--- src/hdl/gear_pkg.sv ---
package gear_pkg;

    localparam int ERR_W = 32;
    localparam int DELTA_W = 18;
    localparam int GEAR_W = 16;
    localparam int PEND_W = 8;

    localparam logic [7:0] ADDR_GEAR_NUM = 8'h00;
    localparam logic [7:0] ADDR_GEAR_DEN = 8'h04;
    localparam logic [7:0] ADDR_CONTROL = 8'h08;
    localparam logic [7:0] ADDR_ERROR = 8'h0C;
    localparam logic [7:0] ADDR_STATUS = 8'h10;
    localparam logic [7:0] ADDR_ACTIVE_GEAR = 8'h14;

    localparam logic [GEAR_W-1:0] GEAR_NUM_RESET = 16'h0001;
    localparam logic [GEAR_W-1:0] GEAR_DEN_RESET = 16'h0001;
    localparam logic [1:0] CLEAR_MODE_RESET = 2'h0;
    localparam logic FILTER_RESET = 1'h0;

    localparam int CTRL_MODE_LSB = 0;
    localparam int CTRL_FILTER_BIT = 2;
    localparam int CTRL_RESTART_BIT = 8;

    localparam int STAT_LOOP_BIT = 0;
    localparam int STAT_CLEAR_BIT = 1;
    localparam int STAT_BUSY_BIT = 2;
    localparam int STAT_SERVO_BIT = 3;
    localparam int STAT_PEND_LSB = 8;

    localparam logic [4:0] DIV_LAST_STEP = 5'h10;

    localparam logic [1:0] RESP_OKAY = 2'h0;
    localparam logic [1:0] RESP_SLVERR = 2'h2;

    typedef enum logic [1:0] {CLR_ON_SOFF, CLR_NEVER, CLR_SOFF_OR_OT} clear_mode_t;
    typedef enum logic {DIV_IDLE, DIV_RUN} div_state_t;

endpackage : gear_pkg

--- src/hdl/gear_scaler.sv ---
`timescale 1ns/1ps
module gear_scaler (
    input wire logic clk,
    input wire logic arst_n,
    input wire logic en,
    input wire logic restart,
    input wire logic start,
    input wire logic dir,
    input wire logic [gear_pkg::GEAR_W-1:0] num,
    input wire logic [gear_pkg::GEAR_W-1:0] den,
    output logic busy,
    output logic done,
    output logic signed [gear_pkg::DELTA_W-1:0] delta,
    output logic [gear_pkg::GEAR_W-1:0] remainder
);
    import gear_pkg::*;

    div_state_t state_q;
    logic [16:0] acc_q;
    logic [16:0] part_q;
    logic [16:0] t_hold_q;
    logic [4:0] cnt_q;
    logic dir_q;
    logic [15:0] den_m1;
    logic [16:0] t_start;
    logic [16:0] trial;
    logic ge;
    logic [16:0] part_n;
    logic [16:0] acc_n;

    // Reverse steps work on the mirrored remainder so one unsigned divider serves both signs.
    always_comb begin
        den_m1 = den - 16'h0001;
        t_start = dir ? {1'h0, num} + {1'h0, remainder}
                      : {1'h0, num} + {1'h0, den_m1 - remainder};
        trial = {part_q[15:0], acc_q[16]};
        ge = trial >= {1'h0, den};
        part_n = ge ? trial - {1'h0, den} : trial;
        acc_n = {acc_q[15:0], ge};
    end

    assign busy = (state_q == DIV_RUN);

    always_ff @(posedge clk or negedge arst_n) begin
        if (!arst_n) begin
            state_q <= DIV_IDLE;
            acc_q <= 17'h00000;
            part_q <= 17'h00000;
            t_hold_q <= 17'h00000;
            cnt_q <= 5'h00;
            dir_q <= 1'h0;
            done <= 1'h0;
            delta <= 18'h00000;
            remainder <= 16'h0000;
        end else if (en) begin
            done <= 1'h0;
            if (restart) begin
                state_q <= DIV_IDLE;
                remainder <= 16'h0000;
            end else begin
                case (state_q)
                    DIV_IDLE: begin
                        if (start) begin
                            acc_q <= t_start;
                            t_hold_q <= t_start;
                            part_q <= 17'h00000;
                            cnt_q <= 5'h00;
                            dir_q <= dir;
                            state_q <= DIV_RUN;
                        end
                    end
                    DIV_RUN: begin
                        acc_q <= acc_n;
                        part_q <= part_n;
                        cnt_q <= cnt_q + 5'h01;
                        if (cnt_q == DIV_LAST_STEP) begin
                            state_q <= DIV_IDLE;
                            done <= 1'h1;
                            delta <= dir_q ? {1'h0, acc_n} : ~{1'h0, acc_n} + 18'h00001;
                            remainder <= dir_q ? part_n[15:0] : den_m1 - part_n[15:0];
                        end
                    end
                    default: state_q <= DIV_IDLE;
                endcase
            end
        end
    end

    a_div_forward: assert property (@(posedge clk) disable iff (!arst_n)
        done && dir_q |-> 34'(delta) * 34'(den) + 34'(remainder) == 34'(t_hold_q))
        else $error("forward gear scaling result is wrong");

    a_div_reverse: assert property (@(posedge clk) disable iff (!arst_n)
        done && !dir_q |-> 34'(-delta) * 34'(den) + 34'(den_m1 - remainder) == 34'(t_hold_q))
        else $error("reverse gear scaling result is wrong");

    a_rem_bound: assert property (@(posedge clk) disable iff (!arst_n)
        remainder < den)
        else $error("carried remainder not below denominator");

endmodule : gear_scaler

--- src/hdl/error_counter.sv ---
`timescale 1ns/1ps
module error_counter (
    input wire logic clk,
    input wire logic arst_n,
    input wire logic en,
    input wire logic clear,
    input wire logic add_valid,
    input wire logic signed [gear_pkg::DELTA_W-1:0] add_delta,
    input wire logic fb_step,
    input wire logic fb_dir,
    output logic signed [gear_pkg::ERR_W-1:0] error
);
    import gear_pkg::*;

    logic [ERR_W-1:0] add_term;
    logic [ERR_W-1:0] fb_term;

    always_comb begin
        add_term = add_valid ? {{(ERR_W-DELTA_W){add_delta[DELTA_W-1]}}, add_delta} : 32'h00000000;
        fb_term = !fb_step ? 32'h00000000 : (fb_dir ? 32'h00000001 : 32'hFFFFFFFF);
    end

    always_ff @(posedge clk or negedge arst_n) begin
        if (!arst_n) begin
            error <= 32'h00000000;
        end else if (en) begin
            if (clear) begin
                error <= 32'h00000000;
            end else begin
                error <= error + add_term - fb_term;
            end
        end
    end

    a_fb_count: assert property (@(posedge clk) disable iff (!arst_n)
        en && !clear && !add_valid && fb_step && fb_dir |=> error == $past(error) - 32'h00000001)
        else $error("forward feedback count not taken from error");

endmodule : error_counter

--- src/hdl/position_error_clear_and_gear.sv ---
// Our own choices: the AXI4-Lite register port and the register addresses.
`timescale 1ns/1ps
// Contract
// - Clear input low forces error counter zero.
// - Clear input low suspends position loop correction.
// - Servo-off keeps accumulated pulses unless mode flushes.
// - First mode clears at servo-off entry, not overtravel.
// - No-clear mode never clears automatically.
// - Third mode clears at servo-off or unclamped overtravel.
// - Reference pulse scaled by numerator over denominator.
// - Direction high forward, low reverse, steps counted.
module position_error_clear_and_gear (
    input wire logic clk,
    input wire logic arst_n,
    input wire logic clk_en,
    input wire logic ref_step,
    input wire logic ref_dir,
    input wire logic fb_step,
    input wire logic fb_dir,
    input wire logic error_clear_n,
    input wire logic servo_on,
    input wire logic overtravel,
    input wire logic zero_clamp,
    input wire logic [7:0] awaddr,
    input wire logic awvalid,
    output logic awready,
    input wire logic [31:0] wdata,
    input wire logic [3:0] wstrb,
    input wire logic wvalid,
    output logic wready,
    output logic [1:0] bresp,
    output logic bvalid,
    input wire logic bready,
    input wire logic [7:0] araddr,
    input wire logic arvalid,
    output logic arready,
    output logic [31:0] rdata,
    output logic [1:0] rresp,
    output logic rvalid,
    input wire logic rready,
    output logic signed [gear_pkg::ERR_W-1:0] position_error,
    output logic signed [gear_pkg::ERR_W-1:0] position_correction,
    output logic loop_enable,
    output logic noise_filter_en
);
    import gear_pkg::*;

    logic [GEAR_W-1:0] gear_numerator_q;
    logic [GEAR_W-1:0] gear_denominator_q;
    logic [GEAR_W-1:0] gear_num_act_q;
    logic [GEAR_W-1:0] gear_den_act_q;
    logic [1:0] clear_mode_select_q;
    logic [7:0] awaddr_q;
    logic aw_have_q;
    logic [31:0] wdata_q;
    logic [3:0] wstrb_q;
    logic w_have_q;
    logic servo_on_prev_q;
    logic [PEND_W-1:0] pend_q;
    logic [PEND_W-1:0] pend_d;
    logic do_write;
    logic restart;
    logic start;
    logic clear_now;
    logic auto_clear;
    clear_mode_t clear_mode;
    logic [31:0] rd_word;
    logic scaler_busy;
    logic scaler_done;
    logic signed [DELTA_W-1:0] scaler_delta;
    logic [GEAR_W-1:0] scaler_rem;

    function automatic logic is_mapped(input logic [7:0] addr);
        if (addr == ADDR_GEAR_NUM) begin
            return 1'h1;
        end else if (addr == ADDR_GEAR_DEN) begin
            return 1'h1;
        end else if (addr == ADDR_CONTROL) begin
            return 1'h1;
        end else if (addr == ADDR_ERROR) begin
            return 1'h1;
        end else if (addr == ADDR_STATUS) begin
            return 1'h1;
        end else if (addr == ADDR_ACTIVE_GEAR) begin
            return 1'h1;
        end else begin
            return 1'h0;
        end
    endfunction : is_mapped

    function automatic logic [15:0] merge16(input logic [15:0] old, input logic [31:0] data,
                                            input logic [3:0] strb);
        logic [15:0] res;
        res = old;
        if (strb[0]) begin
            res[7:0] = data[7:0];
        end
        if (strb[1]) begin
            res[15:8] = data[15:8];
        end
        return res;
    endfunction : merge16

    // A zero denominator would give the divider no valid quotient or remainder, so a zero gear value is applied as one.
    function automatic logic [15:0] nonzero16(input logic [15:0] v);
        return (v == 16'h0000) ? 16'h0001 : v;
    endfunction : nonzero16

    function automatic clear_mode_t decode_mode(input logic [1:0] raw);
        case (raw)
            2'h0: return CLR_ON_SOFF;
            2'h2: return CLR_SOFF_OR_OT;
            default: return CLR_NEVER;
        endcase
    endfunction : decode_mode

    assign do_write = aw_have_q && w_have_q && !bvalid;
    assign restart = do_write && (awaddr_q == ADDR_CONTROL) && wstrb_q[1]
                     && wdata_q[CTRL_RESTART_BIT];

    always_ff @(posedge clk or negedge arst_n) begin
        if (!arst_n) begin
            awready <= 1'h1;
            aw_have_q <= 1'h0;
            awaddr_q <= 8'h00;
        end else if (clk_en) begin
            if (awvalid && awready) begin
                awaddr_q <= awaddr;
                aw_have_q <= 1'h1;
                awready <= 1'h0;
            end else if (do_write) begin
                aw_have_q <= 1'h0;
            end else if (bvalid && bready) begin
                awready <= 1'h1;
            end
        end
    end

    always_ff @(posedge clk or negedge arst_n) begin
        if (!arst_n) begin
            wready <= 1'h1;
            w_have_q <= 1'h0;
            wdata_q <= 32'h00000000;
            wstrb_q <= 4'h0;
        end else if (clk_en) begin
            if (wvalid && wready) begin
                wdata_q <= wdata;
                wstrb_q <= wstrb;
                w_have_q <= 1'h1;
                wready <= 1'h0;
            end else if (do_write) begin
                w_have_q <= 1'h0;
            end else if (bvalid && bready) begin
                wready <= 1'h1;
            end
        end
    end

    always_ff @(posedge clk or negedge arst_n) begin
        if (!arst_n) begin
            bvalid <= 1'h0;
            bresp <= RESP_OKAY;
        end else if (clk_en) begin
            if (do_write) begin
                bvalid <= 1'h1;
                bresp <= is_mapped(awaddr_q) ? RESP_OKAY : RESP_SLVERR;
            end else if (bvalid && bready) begin
                bvalid <= 1'h0;
            end
        end
    end

    always_ff @(posedge clk or negedge arst_n) begin
        if (!arst_n) begin
            gear_numerator_q <= GEAR_NUM_RESET;
            gear_denominator_q <= GEAR_DEN_RESET;
            clear_mode_select_q <= CLEAR_MODE_RESET;
            noise_filter_en <= FILTER_RESET;
        end else if (clk_en && do_write) begin
            if (awaddr_q == ADDR_GEAR_NUM) begin
                gear_numerator_q <= merge16(gear_numerator_q, wdata_q, wstrb_q);
            end else if (awaddr_q == ADDR_GEAR_DEN) begin
                gear_denominator_q <= merge16(gear_denominator_q, wdata_q, wstrb_q);
            end else if (awaddr_q == ADDR_CONTROL && wstrb_q[0]) begin
                clear_mode_select_q <= wdata_q[CTRL_MODE_LSB +: 2];
                noise_filter_en <= wdata_q[CTRL_FILTER_BIT];
            end
        end
    end

    // Written gear values stay inactive until software issues a restart.
    always_ff @(posedge clk or negedge arst_n) begin
        if (!arst_n) begin
            gear_num_act_q <= GEAR_NUM_RESET;
            gear_den_act_q <= GEAR_DEN_RESET;
        end else if (clk_en && restart) begin
            gear_num_act_q <= nonzero16(gear_numerator_q);
            gear_den_act_q <= nonzero16(gear_denominator_q);
        end
    end

    always_comb begin
        rd_word = 32'h00000000;
        if (araddr == ADDR_GEAR_NUM) begin
            rd_word[15:0] = gear_numerator_q;
        end else if (araddr == ADDR_GEAR_DEN) begin
            rd_word[15:0] = gear_denominator_q;
        end else if (araddr == ADDR_CONTROL) begin
            rd_word[CTRL_MODE_LSB +: 2] = clear_mode_select_q;
            rd_word[CTRL_FILTER_BIT] = noise_filter_en;
        end else if (araddr == ADDR_ERROR) begin
            rd_word = position_error;
        end else if (araddr == ADDR_STATUS) begin
            rd_word[STAT_LOOP_BIT] = loop_enable;
            rd_word[STAT_CLEAR_BIT] = clear_now;
            rd_word[STAT_BUSY_BIT] = scaler_busy;
            rd_word[STAT_SERVO_BIT] = servo_on;
            rd_word[STAT_PEND_LSB +: PEND_W] = pend_q;
        end else if (araddr == ADDR_ACTIVE_GEAR) begin
            rd_word = {gear_den_act_q, gear_num_act_q};
        end
    end

    always_ff @(posedge clk or negedge arst_n) begin
        if (!arst_n) begin
            arready <= 1'h1;
            rvalid <= 1'h0;
            rdata <= 32'h00000000;
            rresp <= RESP_OKAY;
        end else if (clk_en) begin
            if (arvalid && arready) begin
                arready <= 1'h0;
                rvalid <= 1'h1;
                rdata <= rd_word;
                rresp <= is_mapped(araddr) ? RESP_OKAY : RESP_SLVERR;
            end else if (rvalid && rready) begin
                rvalid <= 1'h0;
                arready <= 1'h1;
            end
        end
    end

    assign clear_mode = decode_mode(clear_mode_select_q);

    always_comb begin
        case (clear_mode)
            CLR_ON_SOFF: auto_clear = servo_on_prev_q && !servo_on;
            CLR_SOFF_OR_OT: auto_clear = !servo_on || (overtravel && !zero_clamp);
            default: auto_clear = 1'h0;
        endcase
    end

    assign clear_now = !error_clear_n || auto_clear;

    always_ff @(posedge clk or negedge arst_n) begin
        if (!arst_n) begin
            servo_on_prev_q <= 1'h0;
        end else if (clk_en) begin
            servo_on_prev_q <= servo_on;
        end
    end

    // Reference steps queue here while the divider works on an earlier one.
    always_comb begin
        start = !scaler_busy && (pend_q != 8'h00);
        pend_d = pend_q;
        if (ref_step) begin
            pend_d = ref_dir ? pend_d + 8'h01 : pend_d - 8'h01;
        end
        if (start) begin
            pend_d = pend_q[PEND_W-1] ? pend_d + 8'h01 : pend_d - 8'h01;
        end
    end

    always_ff @(posedge clk or negedge arst_n) begin
        if (!arst_n) begin
            pend_q <= 8'h00;
        end else if (clk_en) begin
            pend_q <= pend_d;
        end
    end

    gear_scaler u_scaler (
        .clk(clk),
        .arst_n(arst_n),
        .en(clk_en),
        .restart(restart),
        .start(start),
        .dir(!pend_q[PEND_W-1]),
        .num(gear_num_act_q),
        .den(gear_den_act_q),
        .busy(scaler_busy),
        .done(scaler_done),
        .delta(scaler_delta),
        .remainder(scaler_rem)
    );

    error_counter u_error (
        .clk(clk),
        .arst_n(arst_n),
        .en(clk_en),
        .clear(clear_now),
        .add_valid(scaler_done),
        .add_delta(scaler_delta),
        .fb_step(fb_step),
        .fb_dir(fb_dir),
        .error(position_error)
    );

    always_ff @(posedge clk or negedge arst_n) begin
        if (!arst_n) begin
            loop_enable <= 1'h0;
            position_correction <= 32'h00000000;
        end else if (clk_en) begin
            loop_enable <= error_clear_n && servo_on;
            position_correction <= (error_clear_n && servo_on) ? position_error : 32'h00000000;
        end
    end

    a_clear_zero: assert property (@(posedge clk) disable iff (!arst_n)
        clk_en && !error_clear_n |=> position_error == 32'h00000000)
        else $error("error counter not zero while clear held");

    a_loop_off: assert property (@(posedge clk) disable iff (!arst_n)
        clk_en && !error_clear_n |=> !loop_enable && position_correction == 32'h00000000)
        else $error("position loop still active while clear held");

    a_soff_keep: assert property (@(posedge clk) disable iff (!arst_n)
        clear_mode == CLR_ON_SOFF && !servo_on && !servo_on_prev_q && error_clear_n
        |-> !clear_now)
        else $error("pulses flushed during servo-off after entry");

    a_soff_entry: assert property (@(posedge clk) disable iff (!arst_n)
        clear_mode == CLR_ON_SOFF && clk_en && servo_on_prev_q && !servo_on
        |=> position_error == 32'h00000000)
        else $error("servo-off entry did not clear error");

    a_ot_kept: assert property (@(posedge clk) disable iff (!arst_n)
        clear_mode == CLR_ON_SOFF && servo_on && servo_on_prev_q && overtravel && error_clear_n
        |-> !clear_now)
        else $error("overtravel cleared error in first mode");

    a_never_auto: assert property (@(posedge clk) disable iff (!arst_n)
        clear_mode == CLR_NEVER && error_clear_n |-> !clear_now)
        else $error("automatic clear in no-clear mode");

    a_ot_flush: assert property (@(posedge clk) disable iff (!arst_n)
        clear_mode == CLR_SOFF_OR_OT && clk_en && (!servo_on || (overtravel && !zero_clamp))
        |=> position_error == 32'h00000000)
        else $error("third mode did not flush error");

    a_clamp_kept: assert property (@(posedge clk) disable iff (!arst_n)
        clear_mode == CLR_SOFF_OR_OT && servo_on && overtravel && zero_clamp && error_clear_n
        |-> !clear_now)
        else $error("overtravel under zero clamp cleared error");

    a_dir_fwd: assert property (@(posedge clk) disable iff (!arst_n)
        clk_en && ref_step && ref_dir && !start |=> pend_q == $past(pend_q) + 8'h01)
        else $error("forward reference step not counted up");

endmodule : position_error_clear_and_gear

--- config.mk ---
export PLATFORM = sky130hd
export DESIGN_NAME = position_error_clear_and_gear
export DESIGN_NICKNAME = d
export VERILOG_FILES = /design/src/hdl/gear_pkg.sv /design/src/hdl/gear_scaler.sv /design/src/hdl/error_counter.sv /design/src/hdl/position_error_clear_and_gear.sv
export SDC_FILE = /design/constraint.sdc
export NUM_CORES = 1
export LEC_CHECK = 0
export ABC_AREA = 1
export BUFFER_PORTS_ARGS = -buffer_cell sky130_fd_sc_hd__buf_2
export CORE_MARGIN = 4
export CORE_UTILIZATION = 57
export CTS_BUF_LIST = sky130_fd_sc_hd__clkbuf_4
export CTS_CLUSTER_DIAMETER = 200
export DETAILED_ROUTE_END_ITERATION = 7
export PLACE_DENSITY = 0.8
export REMOVE_ABC_BUFFERS = 1
export SLEW_MARGIN = 20
export SYNTH_ARGS = -nofsm -noshare
export SYNTH_HDL_FRONTEND = slang
export SYNTH_SLANG_ARGS = --single-unit
--- constraint.sdc ---
create_clock -name clk -period 3.79 [get_ports clk]
set_input_delay 0.758 -clock clk [delete_from_list [all_inputs] [get_ports clk]]
set_output_delay 0.758 -clock clk [all_outputs]
set_load 0.03 [all_outputs]
==> results.md, run 1 <==
* Status: finished, violations left
* Violated checks: hold timing, setup timing
* Via count at between 20000 and 25000
* Final Hold Fails at 2
* Final wirelength at 64380 um
* Unique masters post-synth at 55
* Layout area overhead at 25.13%
* Switch Pwr at between 9 and 10 mW
* Gate Count Post-Synth at between 2000 and 3000
* RSZ-0062 raised after global routing: yes
* Power Density at 826.2 nW/um^2
* Worst path required time at 4.47 ns
* Number of detailed-route iterations in the first pass at 6
* Worst-Skew Late Latency at approximately 0.8 ns
* Prevailing post-synth register cell: dfrtp_1
* Worst Setup End Kind: flop
* Max-cap violations at 0
* CTS tree: built
* Pleak at 12.27 nW
* Part of the cycle the worst path needs at 1.029
* Maximum vdd drop at between 0.4 and 0.5 mV
* Post-synth EDFFs at 0
* Vias per cell at 5.716
* Worst EP arrival at 4.58 ns
* Setup crit start kind: flop
* Area contributors post-synth: dfrtp_1 36%, nand2_1 14%, o21ai_0 7.2%
* Setup TNS at -0.3199 ns
* Port bufs at 154
* Max Root-Sink Buffers at 3
* Yosys warns at 0
* Vias in the first global route at 19100
* Routed wire per std cell at ~18 um
* NumNets Final at 3230
* Cell with the most instances after synthesis: nand2_1
* Slew Limit Fails at 0
* WHS at -0.004383 ns
* Final setup margin at -0.1099 ns
* Util after Layout at 0.7238
* Initial antenna violation count at 2
* Routability cong. at 0.9760
* Detailed Place HPWL at 47770 um
* Top-area cell type share of the netlist area at 0.3561
* Internal at 10.22 mW
* Sink Count at 283
* Cell taking the most area after synthesis: dfrtp_1
* I/O Pins at ~180
* Sequential share of power at 0.214
* Combinational Power Share at 0.642
* Post-CTS Hold Buffers at 0
* Placed cells at 3342
* Row cnt at 67
* Initial DRC count at 1785
* Core footprint at about 34000 um^2
* Largest net degree at the start of global routing at 105
* Synthesized area at 19400 um^2
* Mean area per synthesized cell at ~7.4 um^2
* Seq/Total Area, Yosys at 0.3655
* Worst-path clk slew at roughly 0.06 ns
* Sw Share at 0.4903
* First-pass GRT wire length at between 90000 and 100000 um
* Layout Skew at 0.09707 ns
* Setup violators final at 4
* Total GRT Usage at 0.3370
* Die height at slightly below 200 um
* CP max FO at 4
* Starting density of the core at 0.5785
* Worst min path class: input port to async pin
* Slew headroom at 0.4083
* Kind of critical path: flop to flop
* Fmax at around 260 MHz
* Die ar. at between 30000 and 40000 um^2
* Post-Layout Cell Count at 3520
* Post-route DRC violation count at 0
* Yosys reg bits at 283
* Gr ovfl total at 0
* Post-route ant nets at 0
* CTS buffer count at 77
* Root Driver: clkbuf_4
* H-tree depth at 3
* Minimum clock period at 3.900 ns
* Top cells by count, synth: 726 x nand2_1, 340 x inv_1, 280 x o21ai_0, 276 x dfrtp_1, 149 x nor2_1
* Die X at 192.5 um
* Worst-margin pin slew at 0.8851 ns
* Post-synth ARST share at 1.000
* Share of layout cells above drive strength 1 at 0.2417
* Clock power frac at 0.144
## flip-flops by register name, indices dropped and copies added (netlist names), 8 cells and up
register / flops
awaddr_q: 8
gear_den_act_q: 16
gear_denominator_q: 16
gear_num_act_q: 16
gear_numerator_q: 16
pend_q: 8
position_correction: 32
rdata: 32
u_error.error: 32
u_scaler.acc_q: 17
u_scaler.delta: 18
u_scaler.part_q: 16
u_scaler.remainder: 16
wdata_q: 16
## routing by layer
layer,up-vias,global-route usage,wire length (um)
met2,970,0.5436,29460
met4,0,0.1404,2760
li1,9443,-,-
met3,173,0.06711,5670
met1,9533,0.4466,26480
met5,-,0,0
## critical path, cell delays in order (launching register included)
cell and delay [ns]:
dfrtp_1 0.38, inv_2 0.09, ha_4 0.16, nand3_4 0.08, nor3_4 0.17, nand4_1 0.21, buf_4 0.22, xor2_4 0.16
ha_4 0.29, nand2_1 0.08, buf_4 0.16, nor2_4 0.11, buf_4 0.12, nand4_1 0.12, nand2_1 0.09, nand2_1 0.05
nand3_1 0.09, nand2_2 0.10, ha_4 0.33, nand2_4 0.08, nor4_4 0.27, nand2_1 0.11, nand2_2 0.09, a21oi_2 0.05
o21ai_1 0.11, a21boi_1 0.07
## power by group through the flow
| stage | clock network [mW] | logic [mW] | registers (mW) |
|---|---|---|---|
| floorplan | 0 | 7.06 | 4.65 |
| global placement | 0 | 11.3 | 4.27 |
| detailed placement | 0 | 11.5 | 4.30 |
| CTS | 2.94 | 11.8 | 4.25 |
| global route | 3.12 | 14.1 | 4.36 |
| finish | 2.89 | 12.9 | 4.29 |
## kinds of logic (layout without fill, tap and decap cells)
logic type / count (synthesis) / in the layout / synth area share
AOI/OAI and AO/OA: 572 / 572 / 0.1640
xor gates and xnor gates: 60 / 60 / 0.02709
adders and majority gates: 148 / 148 / 0.1098
buffers and inverters: 427 / 869 / 0.08695
DFF: 283 / 283 / 0.3655
muxes: 1 / 1 / 0.0005805
other: 1 / 4 / 0.0001933
and+or+nand+nor: 1135 / 1135 / 0.2458
## metrics by stage
step | setup slack [ns] | cell area, um^2 | power [mW]
finish | -0.1099 | 24270 | 20.05
global route | -0.3415 | 24270 | 21.62
detailed placement | -0.5157 | 21840 | 15.81
global placement | -0.4457 | 21840 | 15.54
CTS | -0.1633 | 23160 | 18.96
floorplan | -1.496 | 19040 | 11.71
## worst paths after layout
path                              startpoint                 end  slack (ns)  cells past startpoint
max                        gear_den_act_q[1]  u_scaler.acc_q[14]       -0.11                     25
min                                   arst_n   u_error.error[11]      -0.004                      1
max reg2reg                gear_den_act_q[1]  u_scaler.acc_q[14]       -0.11                     25
min reg2reg                      awaddr_q[1]         awaddr_q[1]        0.47                      2
max in group asynchronous             arst_n  gear_den_act_q[11]        2.69                      2
min in group clk                   wdata[11]         wdata_q[11]        0.21                      3
## layout make-up
class | count | area [um^2]
Antenna cell | 2 | 5.005
Inverter | 352 | 1339
Multi-Input combinational cell | 1918 | 11680
Clock buffer | 109 | 818.3
Clock inverter | 26 | 183.9
Timing Repair Buffer | 382 | 2587
Fill cell | 2609 | 9260
Tap cell | 448 | 560.5
Sequential cell | 283 | 7098
## cells in the final DEF, fill, tap and decap left out, drive strengths merged, types with 30 or more instances in the layout
cell    Yosys  layout
nand3     144     144
fa         37      37
nor2      156     156
o22ai      41      41
buf        27     382
a21oi     146     146
nand2     737     737
nor3       30      30
o21ai     305     305
inv       349     346
xor2       42      42
clkbuf     48     109
ha        111     111
dfrtp     276     276
## what timing repair did
item                                    CTS  global route
endpoints found under the setup margin   12            26
pin swaps                                31            64
setup buffers                             7            35
endpoints found under the hold margin     0             0
cloned                                    0             0
resized for setup                        65           187
(Power assumes the default switching activity.)
==> run 2: changes to the inputs <==
CELL_PAD_IN_SITES_DETAIL_PLACEMENT = 1   (was default)
CELL_PAD_IN_SITES_GLOBAL_PLACEMENT = 2   (was default)
CORE_UTILIZATION = 33   (was 57)
PLACE_DENSITY = default   (was 0.8)
PLACE_DENSITY_LB_ADDON = 0.1   (was default)
==> results.md, run 2 (synthesized netlist as in run 1, its figures left out) <==
* Final setup margin at -0.09939 ns (+0.01047 ns)
* Vias per cell at 5.050 (-12%)
* Routability cong. at 0.8573 (-12%)
* Slew Limit Fails at 0 (unchanged)
* Max-cap violations at 0 (unchanged)
* Root Driver: clkbuf_4
* Number of detailed-route iterations in the first pass at 7 (+1)
* Minimum clock period at 3.889 ns (-0.01047 ns)
* Vias in the first global route at 20970 (+9.8%)
* Slew headroom at 0.4073 (-0.001010)
* Final wirelength at 78130 um (+21%)
* Post-route ant nets at 0 (unchanged)
* Commonest non-fill, non-tap cell in the layout: nand2_1
* Worst-margin pin slew at 0.8881 ns (+0.003016 ns)
* Setup TNS at -0.3793 ns (-0.05939 ns)
* Violated checks: setup timing
* Maximum vdd drop at 0.3471 mV (-25%)
* Worst EP arrival at 4.59 ns (about the same)
* Initial antenna violation count at 2 (unchanged)
* NumNets Final at 3306 (+2.4%)
* CP max FO at 4 (unchanged)
* Die ar. at 62720 um^2 (+69%)
* Sink Count at 283 (unchanged)
* Largest net degree at the start of global routing at 71 (-32%)
* Worst Setup End Kind: flop
* Layout area overhead at 32.18%
* Initial DRC count at 940 (-47%)
* Routed wire per std cell at 19.97 um (+9.2%)
* Final Hold Fails at 0 (-2)
* Row cnt at 88 (+31%)
* RSZ-0062 raised after global routing: yes
* FF/Latch Area at 7096 um^2 (about the same)
* Reg2reg start: gear_den_act_q[1]
* Via count at 19750 (-1.8%)
* Setup WS pre-CTS at -0.5929 ns (-0.07718 ns)
* CTS buffer count at 85 (+10%)
* Util after Layout at 0.4427 (-0.2811)
* Core footprint at 57920 um^2 (+73%)
* Post-route DRC violation count at 0 (unchanged)
* Worst path required time at 4.49 ns (+0.02 ns)
* Part of the cycle the worst path needs at 1.026 (-0.002763)
* First-pass GRT wire length at 119800 um (+21%)
* Setup crit start kind: flop
* Share of layout cells above drive strength 1 at 0.2745 (+0.03280)
* H-tree depth at 3 (unchanged)
* CTS tree: built
* Die height at 250.4 um (+30%)
* Pleak at 12.69 nW (+3.4%)
* Biggest regs: position_correction x32, rdata x32, u_error.error x32
* WHS at 0.1002 ns (+0.1046 ns)
* Starting density of the core at 0.3349 (-0.2435)
* Total Power at 21.55 mW (+7.5%)
* Max Root-Sink Buffers at 3 (unchanged)
* Worst-Skew Late Latency at 0.85 ns (+0.05 ns)
* Hold_sp: awaddr[5]
* Final-layout fill cell count at 7219 (+180%)
* Fmax at 257.1 MHz (+0.27%)
* I/O Pins at 175 (unchanged)
* Power Density at 840.5 nW/um^2 (+1.7%)
* Kind of critical path: flop to flop
* Detailed Place HPWL at 59590 um (+25%)
* Worst-path clk slew at 0.06 ns (about the same)
* Port bufs at 154 (unchanged)
* Worst min path class: input port to flop
* Worst Setup SP: gear_den_act_q[1]
* Setup violators final at 7 (+3)
* Layout Skew at 0.09808 ns (+0.001018 ns)
* Total GRT Usage at 0.2411 (-0.09592)
* Die X at 250.4 um (+30%)
* Gr ovfl total at 0 (unchanged)
* Commonest non-fill, non-tap cells in the layout: 679 x nand2_1, 321 x inv_1, 273 x buf_4
* Status: finished, violations left
* Footprint of the multi-input gates at 12080 um^2 (+3.4%)
## run 2: changes by cell type in the layout (fill, tap and decap cells not counted), sizes merged
| cell | delta |
|---|---|
| nand2 | +1 |
| inv | +4 |
| bufinv | -3 |
| diode | +1 |
| buf | +64 |
| clkinvlp | -1 |
| clkbuf | +9 |
| clkinv | -1 |
| dlygate4sd3 | +1 |
## run 2: final cells by class
type	instances	share of cell area
sequential	283	0.2767
tap	765	0.03733
clock buffer	116	0.03396
multi-input combinational	1919	0.4712
antenna	3	0.0002928
inverter	352	0.05202
timing repair buffer	449	0.1231
clock inverter	25	0.005368
## run 2: repair_timing
item,CTS,global route
hold endpoints to repair,61,0
gates resized for setup,134,183
hold buffers,1,0
buffers inserted,25,29
gates cloned,0,3
pin swaps,57,93
endpoints found under the setup margin,20,24
## run 2: routing by layer
metal	up-vias	track usage	share of wire
li1	9569	-	-
met1	9711	0.3163	0.45
met2	363	0.4184	0.49
met3	111	0.03510	0.038
met4	0	0.06277	0.023
met5	-	0	0
## run 2: final timing paths
check                                       end  slack, ns  cells past startpoint
max                          u_scaler.acc_q[16]       -0.1                     27
max reg2reg                  u_scaler.acc_q[16]       -0.1                     27
min                                 awaddr_q[5]       0.10                      3
min reg2reg                         awaddr_q[1]       0.47                      2
max in group asynchronous  gear_numerator_q[12]       2.31                      3
min in group asynchronous     u_error.error[27]       0.47                      2
## run 2: stage by stage
step | instances | area (um^2)
5_1_grt | 3911 | 25640
6_report | 3912 | 25640
3_5_place_dp | 3710 | 22620
2_1_floorplan | 2553 | 19040
4_1_cts | 3877 | 24400
3_3_place_gp | 3710 | 22620
## run 2: worst max-delay path, cell delays in order (launching register included)
cell and delay (ns):
dfrtp_1 0.41, inv_2 0.10, ha_4 0.15, nand3_4 0.08, nor3_4 0.23, nand4_1 0.22
buf_4 0.22, xor2_4 0.17, ha_4 0.24, a21o_1 0.21, nor2_2 0.11, buf_4 0.12
nor2_2 0.03, a21oi_2 0.10, nand3_2 0.11, nand2_2 0.08, nand2_2 0.06, o21ai_2 0.14
nand2_2 0.11, ha_4 0.27, a21oi_2 0.11, o21ai_1 0.07, a21oi_1 0.12, nand2_1 0.06
nand2_1 0.07, o21ai_2 0.07, nand2_1 0.07, nand2_1 0.05
## run 2: power breakdown
| part | total, mW | internal (mW) | switching (mW) |
|---|---|---|---|
| combinational | 14.3 | 5.79 | 8.56 |
| clock | 2.91 | 1.42 | 1.48 |
| sequential | 4.29 | 3.71 | 0.582 |
| total | 21.5 | 10.9 | 10.6 |
==> run 3: changes to the inputs <==
CORE_UTILIZATION = 39   (was 33)
clock period = 4.95 ns   (was 3.79 ns; I/O delays follow)
==> results.md, run 3 (synthesized netlist as in run 1, its figures left out) <==
* Status: complete, no violations
* Met1 Resource Use GR at 0.3641 (+0.04781)
* Worst-Skew Late Latency at 0.81 ns (-0.04 ns)
* Final wirelength at 70620 um (-9.6%)
* Commonest non-fill, non-tap cells in the layout: 726 x nand2_1, 338 x inv_1, 280 x o21ai_0
* Worst EP arrival at 5.25 ns (+0.66 ns)
* Reg2reg start: gear_den_act_q[0]
* Root Driver: clkbuf_4
* Crit-path cells: inv_1 -> ha_1 -> nand3_1 -> nor3_2 -> nand4_1 -> xor2_1 -> ha_1 -> a21o_1 -> nor2_1 -> o21ai_0 -> or2_2 -> nand3_1 -> o21ai_0 -> ha_1 -> a21oi_1 -> o21ai_0 -> a31oi_1 -> nand2_1 -> a21oi_1 -> o21ai_0 -> a21boi_1
* Max Root-Sink Buffers at 3 (unchanged)
* Post-route ant nets at 0 (unchanged)
* I/O Pins at 175 (unchanged)
* Core footprint at 49050 um^2 (-15%)
* Number of detailed-route iterations in the first pass at 5 (-2)
* Share of layout cells above drive strength 1 at 0.1370 (-0.1375)
* CP max stage delay at 0.39 ns (-0.02 ns)
* CP max FO at 5 (+1)
* R2R depth at 21 (-22%)
* Setup violators final at 0 (-7)
* R2R setup slack at 0.41 ns (+0.51 ns)
* Post-Layout Cell Count at 3556 (-9.1%)
* Worst-margin pin slew at 0.9482 ns (+0.06008 ns)
* Layout Skew at 0.05123 ns (-0.04685 ns)
* Sink Count at 283 (unchanged)
* Part of the cycle the worst path needs at 0.9162 (-0.1100)
* Row cnt at 81 (-8.0%)
* Setup crit start kind: flop
* Max-cap violations at 0 (unchanged)
* Die X at 231.0 um (-7.8%)
* Total Power at 13.75 mW (-36%)
* Vias per cell at 5.242 (+3.8%)
* Detailed Place HPWL at 54770 um (-8.1%)
* Power Density at 625.5 nW/um^2 (-26%)
* Slowest-stage cell, CP: ha_1
* Worst path required time at 5.66 ns (+1.17 ns)
* CTS tree: built
* Cell mode on critical path: o21ai_0
* Port bufs at 154 (unchanged)
* Largest net degree at the start of global routing at 96 (+35%)
* Total GRT Usage at 0.2650 (+0.02387)
* Routability cong. at 0.8925 (+4.1%)
* NumNets Final at 3043 (-8.0%)
* Die ar. at 53370 um^2 (-15%)
* Slew headroom at 0.3672 (-0.04010)
* Final Hold Fails at 0 (unchanged)
* Worst min path class: input port to async pin
* Vias in the first global route at 19460 (-7.2%)
* M2 GR Usage at 0.4438 (+0.02546)
* Most used routing layer: met2
* Worst-path clk slew at 0.07 ns (about the same)
* Via count at 18640 (-5.6%)
* First-pass GRT wire length at 111000 um (-7.3%)
* Gr ovfl total at 0 (unchanged)
* Pleak at 11.18 nW (-12%)
* GR Util met3 at 0.03503 (-0.00006551)
* H-tree depth at 3 (unchanged)
* Commonest non-fill, non-tap cell in the layout: nand2_1
* Kind of critical path: flop to flop
* Slew Limit Fails at 0 (unchanged)
* Post-route DRC violation count at 0 (unchanged)
* CTS buffer count at 85 (unchanged)
* Biggest regs: position_correction x32, rdata x32, u_error.error x32
* RSZ-0062 raised after global routing: no
* Die height at 231.0 um (-7.8%)
* Routed wire per std cell at 19.86 um (-0.57%)
* Critical R2R Capture: u_scaler.acc_q[14]
* Worst Setup End Kind: flop
* Initial antenna violation count at 4 (+2)
* Layout area overhead at 13.31%
* Maximum vdd drop at 0.2632 mV (-24%)
* Fmax at 220.5 MHz (-14%)
* Starting density of the core at 0.3954 (+0.06052)
* Placed cells at 3404 (-8.2%)
* Initial DRC count at 1003 (+6.7%)
* Minimum clock period at 4.535 ns (+0.6459 ns)
[run 3: changes by cell type in the layout (fill, tap and decap cells not counted), sizes merged]
cell,previous run,this run
nand2,738,737
dlygate4sd3,1,0
clkinv,23,27
inv,350,352
buf,446,187
clkinvlp,4,2
clkbuf,118,121
diode,3,2
[run 3: repair_timing]
item	CTS	global route
buffers inserted	0	0
setup endpoints to repair	0	1
resized for setup	0	1
hold buffers	0	0
[run 3: report_power, final]
part	total, mW	switching, mW	internal (mW)
Sequential	3.28	0.436	2.84
Clock	2.24	1.12	1.13
Combinational	8.23	5.56	2.66
[run 3: worst max path at each step]
stage                                    end               from  cells after the start  slack, ns
final                     u_scaler.acc_q[14]  gear_den_act_q[0]                     21       0.41
after global routing      u_scaler.acc_q[15]  gear_den_act_q[0]                     23       0.03
after CTS                 u_scaler.acc_q[15]  gear_den_act_q[0]                     23       0.46
after detailed placement  u_scaler.acc_q[15]  gear_den_act_q[0]                     23       0.52
after global placement    u_scaler.acc_q[15]  gear_den_act_q[0]                     25       0.59
after floorplan            u_error.error[23]            fb_step                     17      -0.57
[run 3: layout make-up]
| type | count | area (um^2) |
|---|---|---|
| fill | 6346 | 27070 |
| multi-input combinational | 1918 | 10640 |
| sequential | 283 | 7091 |
| inverter | 352 | 1321 |
| timing repair buffer | 187 | 1054 |
| clock buffer | 121 | 908.4 |
| tap | 664 | 830.8 |
| clock inverter | 29 | 127.6 |
| antenna | 2 | 5.005 |
[run 3: stage by stage]
step | hold slack, ns | instance area (um^2) | util | worst slack [ns] | setup TNS, ns
floorplan | 0.4412 | 19040 | - | -0.5684 | -11.99
global placement | 0.4566 | 20930 | 0.4267 | 0.5874 | 0
detailed placement | 0.4600 | 20930 | 0.4267 | 0.5188 | 0
CTS | 0.1828 | 21970 | 0.4479 | 0.4637 | 0
global route | 0.2323 | 21980 | 0.4480 | 0.02904 | 0
finish | 0.2222 | 21980 | 0.4481 | 0.4147 | 0
[run 3: layer usage]
layer / part of all wire / wire length (um)
met1: 0.47 / 33260
met2: 0.47 / 33200
met3: 0.038 / 2715
met4: 0.020 / 1431
met5: 0.00018 / 13
[run 3: worst max-delay path, delay by kind of cell (launching register included)]
family                   cells  cell delay, ns
adder cells (fa/ha/maj)      3            0.93
buffers and inverters        1            0.10
flip-flops                   1            0.37
XOR/XNOR                     1            0.35
AO/OA/AOI/OAI                9            1.36
AND/OR/NAND/NOR              7            1.34
